### config.mk
export PLATFORM = sky130hd
export DESIGN_NAME = chan_power_regs
export DESIGN_NICKNAME = d
export VERILOG_FILES = /design/src/design/chan_power_pkg.sv /design/src/design/chan_power_regs.sv
export SDC_FILE = /design/constraint.sdc
export NUM_CORES = 1
export LEC_CHECK = 0
export ABC_AREA = 1
export BUFFER_PORTS_ARGS = -buffer_cell sky130_fd_sc_hd__buf_2
export CORE_UTILIZATION = 30
export CTS_CLUSTER_SIZE = 40
export DETAILED_ROUTE_END_ITERATION = 10
export SYNTH_ARGS = -nofsm -noshare
export SYNTH_HDL_FRONTEND = slang
export SYNTH_SLANG_ARGS = --single-unit
export TNS_END_PERCENT = 20
### constraint.sdc
create_clock -name clk -period 4.1 [get_ports clk]
set_input_delay 0.82 -clock clk [delete_from_list [all_inputs] [get_ports clk]]
set_output_delay 0.82 -clock clk [all_outputs]
set_load 0.05 [all_outputs]
### src/design/chan_power_pkg.sv
// Purpose: shared constants and carriers for the channel, gain-control and power registers
// Assumes: eight-bit registers reached over a byte-wide control port
// Notes:   offsets are register addresses on the control port
package chan_power_pkg;

	// register addresses
	localparam logic [7:0] GAIN_CFG_ADDR   = 8'h70;
	localparam logic [7:0] IN_EN_ADDR      = 8'h73;
	localparam logic [7:0] SLOT_EN_ADDR    = 8'h74;
	localparam logic [7:0] POWER_CONFIGURATION_ADDR    = 8'h75;

	// reset values
	localparam logic [3:0] LEVEL_RST       = 4'he;
	localparam logic [3:0] CEIL_RST        = 4'h7;
	localparam logic [7:0] IN_EN_RST       = 8'hfc;
	localparam logic [7:0] SLOT_EN_RST     = 8'h00;
	localparam logic [7:0] PWR_RST         = 8'h00;

	// field positions in the power configuration register
	localparam int         MIC_BIAS_BIT    = 7;
	localparam int         CONV_BIT        = 6;
	localparam int         PLL_BIT         = 5;
	localparam int         DYN_BIT         = 4;
	localparam int         COUNT_HI        = 3;
	localparam int         COUNT_LO        = 2;
	localparam int         RSVD_RW_BIT     = 1;
	localparam logic [7:0] PWR_WR_MASK     = 8'hfe;

	// gain-control scaling, in dB
	localparam int         LEVEL_TOP_DB    = -6;
	localparam int         LEVEL_STEP_DB   = 2;
	localparam int         CEIL_BASE_DB    = 3;
	localparam int         CEIL_STEP_DB    = 3;
	localparam logic [3:0] CEIL_MAX_CODE   = 4'hd;

	// decoded power controls
	typedef struct packed {
		logic       mic_bias_power;
		logic       pll_power;
		logic       dynamic_chan_power_on;
		logic [7:0] chan_power;
		logic [7:0] dynamic_chan_mask;
	} power_ctl_t;

	// gain-control settings in dB
	typedef struct packed {
		logic signed [7:0] target_db;
		logic        [7:0] ceiling_db;
		logic              ceiling_reserved;
	} gain_ctl_t;

endpackage

### src/design/chan_power_regs.sv
// Purpose: register slice for gain control, channel enables and power configuration
// Assumes: control port decoded to a byte address with write and read strobes
// Notes:   read data is registered one cycle after the read strobe
`timescale 1ns/1ps
`default_nettype none

module chan_power_regs
	import chan_power_pkg::*;
(
	// clock, reset, enable
	input  wire logic       clk,
	input  wire logic       rstn,
	input  wire logic       ce,
	// control port
	input  wire logic [7:0] addr,
	input  wire logic [7:0] wdata,
	input  wire logic       wr,
	input  wire logic       rd,
	output var  logic [7:0] rdata,
	output var  logic       rd_hit,
	// decoded controls
	output var  power_ctl_t power_ctl,
	output var  gain_ctl_t  gain_ctl,
	output var  logic [7:0] slot_drive_en,
	output var  logic [3:0] analog_conv_on,
	output var  logic [3:0] mic_path_on
);

	logic [7:0] gain_reg, gain_next;
	logic [7:0] in_en_reg, in_en_next;
	logic [7:0] slot_reg, slot_next;
	logic [7:0] pwr_reg, pwr_next;

	function automatic logic [7:0] count_mask(input logic [1:0] sel);
		case (sel)
			2'h0: count_mask = 8'hc0;
			2'h1: count_mask = 8'hf0;
			2'h2: count_mask = 8'hfc;
			default: count_mask = 8'hff;
		endcase
	endfunction

	// address decode
	wire hit_gain  = (addr == GAIN_CFG_ADDR);
	wire hit_in    = (addr == IN_EN_ADDR);
	wire hit_slot  = (addr == SLOT_EN_ADDR);
	wire hit_pwr   = (addr == POWER_CONFIGURATION_ADDR);
	wire any_hit   = hit_gain | hit_in | hit_slot | hit_pwr;

	assign gain_next  = (wr && hit_gain) ? wdata : gain_reg;
	assign in_en_next = (wr && hit_in) ? wdata : in_en_reg;
	assign slot_next  = (wr && hit_slot) ? wdata : slot_reg;
	// bit 0 never stores; reserved bit 1 stored as written
	assign pwr_next   = (wr && hit_pwr) ? (wdata & PWR_WR_MASK) : pwr_reg;

	// read mux, unmapped reads return zero
	wire [7:0] rd_mux = hit_gain ? gain_reg :
		hit_in ? in_en_reg :
		hit_slot ? slot_reg :
		hit_pwr ? pwr_reg : 8'h00;

	// converter power reaches enabled channels only
	wire [7:0] conv_up   = pwr_reg[CONV_BIT] ? in_en_reg : 8'h00;
	wire [7:0] dyn_mask  = count_mask(pwr_reg[COUNT_HI:COUNT_LO]);
	// channel one held up when dynamic mode and converters on
	wire [7:0] chan_pwr  = (pwr_reg[DYN_BIT] && pwr_reg[CONV_BIT]) ?
		(conv_up | 8'h80) : conv_up;

	// linear dB mapping across all codes
	wire signed [7:0] tgt_db = 8'(LEVEL_TOP_DB) -
		8'(LEVEL_STEP_DB) * $signed({4'h0, gain_reg[7:4]});
	wire [7:0] ceil_db = 8'(CEIL_BASE_DB) + 8'(CEIL_STEP_DB) * {4'h0, gain_reg[3:0]};
	// flag reserved ceiling codes, device behaviour there undefined
	wire ceil_rsvd = (gain_reg[3:0] > CEIL_MAX_CODE);

	// register state, frozen while ce is low
	always_ff @(posedge clk) begin
		if (!rstn) begin
			gain_reg  <= {LEVEL_RST, CEIL_RST};
			in_en_reg <= IN_EN_RST;
			slot_reg  <= SLOT_EN_RST;
			pwr_reg   <= PWR_RST;
		end else if (ce) begin
			gain_reg  <= gain_next;
			in_en_reg <= in_en_next;
			slot_reg  <= slot_next;
			pwr_reg   <= pwr_next;
		end
	end

	// registered outputs, one cycle behind the register state
	always_ff @(posedge clk) begin
		if (!rstn) begin
			rdata          <= 8'h00;
			rd_hit         <= 1'b0;
			power_ctl      <= '0;
			gain_ctl       <= '0;
			slot_drive_en  <= 8'h00;
			analog_conv_on <= 4'h0;
			mic_path_on    <= 4'h0;
		end else if (ce) begin
			rdata          <= rd ? rd_mux : 8'h00;
			rd_hit         <= rd & any_hit;
			power_ctl      <= '{pwr_reg[MIC_BIAS_BIT], pwr_reg[PLL_BIT],
				pwr_reg[DYN_BIT], chan_pwr, dyn_mask};
			gain_ctl       <= '{tgt_db, ceil_db, ceil_rsvd};
			slot_drive_en  <= slot_reg;
			analog_conv_on <= chan_pwr[7:4];
			mic_path_on    <= chan_pwr[3:0];
		end
	end

	// write, read and output checks look one edge after their cause, since state and outputs are registered
	// reset value of level
	level_reset_a: assert property (@(posedge clk)
		$rose(rstn) |-> gain_reg[7:4] == LEVEL_RST)
		else $error("level reset wrong");
	level_write_a: assert property (@(posedge clk) disable iff (!rstn)
		(ce && wr && hit_gain) |=> gain_reg[7:4] == $past(wdata[7:4]))
		else $error("level write lost");
	ceil_reset_a: assert property (@(posedge clk)
		$rose(rstn) |-> gain_reg[3:0] == CEIL_RST)
		else $error("ceiling reset wrong");
	ceil_write_a: assert property (@(posedge clk) disable iff (!rstn)
		(ce && wr && hit_gain) |=> gain_reg[3:0] == $past(wdata[3:0]))
		else $error("ceiling write lost");
	ceil_flag_a: assert property (@(posedge clk) disable iff (!rstn)
		ce |=> gain_ctl.ceiling_reserved == ($past(gain_reg[3:0]) > 4'hd))
		else $error("reserved ceiling flag wrong");
	in_reset_a: assert property (@(posedge clk)
		$rose(rstn) |-> in_en_reg == 8'hfc)
		else $error("channel enable reset wrong");
	in_write_a: assert property (@(posedge clk) disable iff (!rstn)
		(ce && wr && hit_in) |=> in_en_reg == $past(wdata))
		else $error("channel enable write lost");
	path_split_a: assert property (@(posedge clk) disable iff (!rstn)
		{analog_conv_on, mic_path_on} == power_ctl.chan_power)
		else $error("channel halves split wrong");
	slot_write_a: assert property (@(posedge clk) disable iff (!rstn)
		(ce && wr && hit_slot) |=> slot_reg == $past(wdata))
		else $error("slot enable write lost");
	slot_follow_a: assert property (@(posedge clk) disable iff (!rstn)
		ce |=> slot_drive_en == $past(slot_reg))
		else $error("slot drive mismatch");
	pwr_bit0_a: assert property (@(posedge clk) disable iff (!rstn)
		pwr_reg[0] == 1'b0)
		else $error("power bit 0 set");
	pwr_write_a: assert property (@(posedge clk) disable iff (!rstn)
		(ce && wr && hit_pwr) |=> pwr_reg[7:1] == $past(wdata[7:1]))
		else $error("power write lost");
	pwr_read_a: assert property (@(posedge clk) disable iff (!rstn)
		(ce && rd && hit_pwr) |=> rdata == $past(pwr_reg))
		else $error("power read wrong");
	conv_off_a: assert property (@(posedge clk) disable iff (!rstn)
		(ce && !pwr_reg[CONV_BIT]) |=> power_ctl.chan_power == 8'h00)
		else $error("channel powered with converter off");
	conv_on_a: assert property (@(posedge clk) disable iff (!rstn)
		(ce && pwr_reg[CONV_BIT] && !pwr_reg[DYN_BIT]) |=>
			power_ctl.chan_power == $past(in_en_reg))
		else $error("enabled channels not powered");
	// bias and pll follow their bits
	bias_pll_a: assert property (@(posedge clk) disable iff (!rstn)
		ce |=> {power_ctl.mic_bias_power, power_ctl.pll_power} ==
			{$past(pwr_reg[MIC_BIAS_BIT]), $past(pwr_reg[PLL_BIT])})
		else $error("bias or pll control wrong");
	dyn_flag_a: assert property (@(posedge clk) disable iff (!rstn)
		ce |=> power_ctl.dynamic_chan_power_on == $past(pwr_reg[DYN_BIT]))
		else $error("dynamic enable wrong");
	// channel one kept up in dynamic mode with converters on
	dyn_ch1_a: assert property (@(posedge clk) disable iff (!rstn)
		(ce && pwr_reg[DYN_BIT] && pwr_reg[CONV_BIT]) |=> power_ctl.chan_power[7])
		else $error("channel one dropped");
	dyn_count_a: assert property (@(posedge clk) disable iff (!rstn)
		(ce && pwr_reg[COUNT_HI:COUNT_LO] == 2'h3) |=> power_ctl.dynamic_chan_mask == 8'hff)
		else $error("count mask wrong");
	// code 0 selects channels one, two
	dyn_pair_a: assert property (@(posedge clk) disable iff (!rstn)
		(ce && pwr_reg[COUNT_HI:COUNT_LO] == 2'h0) |=> power_ctl.dynamic_chan_mask == 8'hc0)
		else $error("pair mask wrong");
	level_db_a: assert property (@(posedge clk) disable iff (!rstn)
		ce |=> gain_ctl.target_db == 8'(-6 - 2 * int'($past(gain_reg[7:4]))))
		else $error("target dB wrong");
	ceil_db_a: assert property (@(posedge clk) disable iff (!rstn)
		ce |=> gain_ctl.ceiling_db == 8'(3 + 3 * int'($past(gain_reg[3:0]))))
		else $error("ceiling dB wrong");

endmodule

`default_nettype wire

---- Word-level counts from Yosys, hierarchy flattened ----
Index checks and enable logic that the tools add are counted.
storage, ports and cells
  memory bits (writable) .................. 0
  register bits after elaboration ......... 92
  word-level logic and storage cells ...... 49
  memory bits (read-only) ................. 0
  memories kept ........................... 0
  latch bits .............................. 0
cells by class
  divide/modulo/power cells ............... 0
  add/sub/neg operators ................... 2
  equality and inequality tests ........... 6
  muxes and demuxes ....................... 8
  bitwise operators ....................... 4
  shift operators ......................... 0
  reductions and logical operators ........ 10
  multiply operators ...................... 1
  magnitude comparators ................... 1
operator list
  operator                                          count
  2-to-1 mux 8 bit                                  7
  == test 8 x 7 -> 1 bit (second input constant)    4
  one-hot mux 6 bit (3 select lines)                1
  AND reduction 2 bit                               4
  adder 2 x 6 -> 7 bit (first input constant)       1
  subtractor 4 x 6 -> 7 bit (first input constant)  1
  multiplier 2 x 4 -> 6 bit (first input constant)  1
  logical AND 1 bit                                 5
  > comparator 4 bit (second input constant)        1
  OR 1 bit                                          3
  == test 2 x 1 -> 1 bit (second input constant)    1
  == test 2 bit (second input constant)             1
  logical NOT 2 bit                                 1
  bitwise AND 1 bit                                 1

---- Depth between registers and ports, before layout ----
  depth after elaboration ................. 6
  depth in mapped cells ................... 9
  depth with buffers taken out ............ 9

---- Worst setup path after synthesis ----
Ideal clock, no wire load.
  path kind ............................... register to output
  start point ............................. register, netlist name power_ctl[6]
  end point ............................... output port gain_ctl[16] (netlist name)
  data arrival time ....................... 953 ps
  cell stages (with the launch flop) ...... 2
  slack ................................... 2,327 ps
  path through ............................ dfxtp_1 -> buf_4
RTL lines
  item              line                   RTL
  end: declaration  chan_power_regs.sv:23  output var gain_ctl_t gain_ctl,

---- Worst setup path in the final report ----
  start point ............................. input port addr[2]
  end point ............................... register gain_reg[3]
on the way
  cells in the longest elaborated chain, start to end .. 3
RTL lines
  item                           line                   RTL
  start: declaration             chan_power_regs.sv:15  input wire logic [7:0] addr,
  == test 8 x 7 -> 1 bit         chan_power_regs.sv:44  wire hit_gain = (addr == GAIN_CFG_ADDR);
  logical AND 1 bit              chan_power_regs.sv:50  assign gain_next = (wr && hit_gain) ? wdata : gain_reg;
  AND reduction 2 bit (no line)  --
  end signal: assignment         chan_power_regs.sv:79  gain_reg <= {LEVEL_RST, CEIL_RST};
  end signal: assignment         chan_power_regs.sv:84  gain_reg <= gain_next;
  end: declaration               chan_power_regs.sv:29  logic [7:0] gain_reg, gain_next;
Every way passes these cells.
A chain may end at the register's enable or synchronous reset.

==> metrics.txt <==
Max-slew headroom=0.397; setup_tns=0 ns; worst r2r src=gain_reg[2]; Synth top area share=0.428; synth warn=0; clock latency on the worst-skew pair=0.33 ns; CORE AREA=0.0114 sq mm; antenna violations before repair=0; Max IR drop VDD=0.218 mV; outcome=finished clean; Detail Route Antenna Nets=0; max reg flops=15; syn_area_per_cell=7.80 sq um; routed wire length=8700 microns; Die W=110 microns; Leak=2.10 nW; I/O Buffers=78; Final setup viols=0; Post-Synthesis Cells=450; R2R setup slack=2.27 ns; WP data arrival=2.13 ns; Core Rows=39; leading area contributor after synthesis=dfxtp_1; Seq pwr share=0.398; synthesized area=0.00351 sq mm; CP Max Fanout=11; Biggest register=power_ctl; DRT iter0 DRCs=153; H-tree levels=3; GP Congestion=0.799; max-slew violations=0; FF/Latch Area=0.00150 sq mm; Setup crit end=gain_reg[3]; main area contributors after synthesis=dfxtp_1, nand2_1, a21oi_1; clock sinks=75; nature of the critical path endpoint=register; CP Cell Sequence=buf_2 -> nor2_2 -> nand2_1 -> nor2_2 -> nand2_1 -> inv_2 -> o21ai_1 -> a21oi_1; clock power share=0.512; Setup crit start=addr[2]; maximum number of pins on one net before global-route repair=50; Hold Crit Class=register to register; largest registers=power_ctl x15, gain_ctl x12; total grt overflow=0; post-cts resize count=0; Antenna diodes=0; I/O pin cnt=82; Slew @ Worst Pin=0.903 ns; max incr delay on CP=0.33 ns; vias in the first global route=2748; RR Endpoint=gain_ctl[5]; register area share after synthesis=0.428; final hold violation count=0; HPWL Detailed=6470 microns; Max Cap Viol=0; Post-Route Skew=0.00558 ns; Root Driver=clkbuf_16; CTS tree=built; CTS hold repair buffers=0; clk slew on worst S/H paths=0.06 ns; Pint=0.00145 W; GRT Overall Usage=0.151; first-pass GRT wire length=13900 microns; Sw Ratio=0.231; fraction of layout cells with a size suffix above 1=0.243; net switching power figure=0.000436 W; area grow syn2layout=20.3%; number of vias per cell=4.60; synthesis-stage register bit count=75; RSZ-0062 raised after global routing=false; detailed-route via count=3002; Remaining DRCs=0; Worst path slowest cell=nand2_1; multi-input combinational cell area=0.00158 sq mm; final design utilization=0.370; required time worst endpoint=4.36 ns; post-CTS setup buffers=0; combinational share of power=0.090; FMAX=0.535 GHz; die area=0.0121 sq mm; clock buffer depth=2; kind of critical path=input port to register; Unique masters post-synth=32; starting density of the core=0.307; 1st-pass router iterations=4; period utilization=0.456; fin crit period=1.87 ns; cts bufs inserted=9; NumNets Final=536; P per Cell Area=446 mW/mm^2; wire per inst=13.3 microns; Filler Cells Inserted=1212; R2R depth=9; Die Y=110 microns; CP Launch Type=input port
Yosys cell counts (all sizes together):
cell type	number
clkinv	2
xnor2	2
nand3	34
a21oi	52
o21ai	46
dfxtp	75
clkbuf	12
a41oi	1
conb	1
inv	47
xor2	3
nand2	82
o211ai	12
ha	9
nor2	44
nor3	1
buf	26
nand3b	1
layout make-up:
cell class	count	area share
Inverter	49	0.0436
Timing Repair Buffer	81	0.0978
Sequential cell	75	0.356
Multi-Input combinational cell	290	0.375
Tap cell	143	0.0424
Clock buffer	10	0.0566
Clock inverter	5	0.0296
metal layers:
| metal | up-vias | routed length, microns | global-route usage |
|---|---|---|---|
| li1 | 1554 | - | - |
| met5 | - | 0 | 0 |
| met1 | 1357 | 4460 | 0.214 |
| met4 | 0 | 71 | 0.0357 |
| met3 | 9 | 468 | 0.0412 |
| met2 | 82 | 3700 | 0.225 |
kinds of logic (layout without fill, tap and decap cells):
kind of cell	Yosys count	after routing	synth area share
AND/OR/NAND/NOR	162	162	0.219
AO/OA/AOI/OAI	111	111	0.184
buffers and inverters	87	145	0.124
flip-flops	75	75	0.428
adder cells (fa/ha/maj)	9	9	0.0321
XOR/XNOR	5	5	0.0125
other	1	3	0.00107
how the worst min path moves through the flow:
| stage | from | to | slack [ns] | cells past startpoint |
|---|---|---|---|---|
| final | rdata[7] | rdata[7] | 0.46 | 2 |
| after global routing | rdata[7] | rdata[7] | 0.48 | 2 |
| after CTS | rdata[5] | rdata[5] | 0.47 | 2 |
| after detailed placement | rdata[5] | rdata[5] | 0.46 | 2 |
| after global placement | rdata[0] | rdata[0] | 0.45 | 2 |
| after floorplan | gain_reg[4] | gain_ctl[10] | 0.43 | 1 |
metrics by stage:
step / power, W / cells / instance area (sq um) / hold slack [ns] / setup slack [ns]
global route: 0.00195 / 653 / 4220 / 0.484 / 2.06
global placement: 0.000934 / 638 / 3860 / 0.453 / 1.94
detailed placement: 0.000935 / 638 / 3860 / 0.461 / 1.89
floorplan: 0.000898 / 452 / 3520 / 0.433 / 2.33
CTS: 0.00190 / 653 / 4220 / 0.469 / 2.24
finish: 0.00188 / 653 / 4220 / 0.464 / 2.23
worst max-delay path: cells and delay by family:
family / cells / cell delay (ns)
buffers and inverters: 2 / 0.34
AO/OA/AOI/OAI: 2 / 0.20
AND/OR/NAND/NOR: 4 / 0.77
cells in the final DEF, fill, tap and decap left out, drive strengths merged:
cell / Yosys / final
a41oi: 1 / 1
buf: 26 / 81
a21oi: 52 / 52
conb: 1 / 3
nand3: 34 / 34
nand2: 82 / 82
nand3b: 1 / 1
ha: 9 / 9
clkbuf: 12 / 10
xnor2: 2 / 2
nor2: 44 / 44
dfxtp: 75 / 75
o211ai: 12 / 12
o21ai: 46 / 46
bufinv: 0 / 4
clkinv: 2 / 3
xor2: 3 / 3
inv: 47 / 47
nor3: 1 / 1
power by group through the flow:
stage          Sequential [W]  Clock, W  Combinational, W
2_1_floorplan        0.000815         0         0.0000829
3_3_place_gp         0.000766         0          0.000168
3_5_place_dp         0.000766         0          0.000169
4_1_cts              0.000750  0.000979          0.000170
5_1_grt              0.000752   0.00101          0.000183
6_report             0.000750  0.000965          0.000169
No activity file was read; power rests on OpenSTA's default activity.
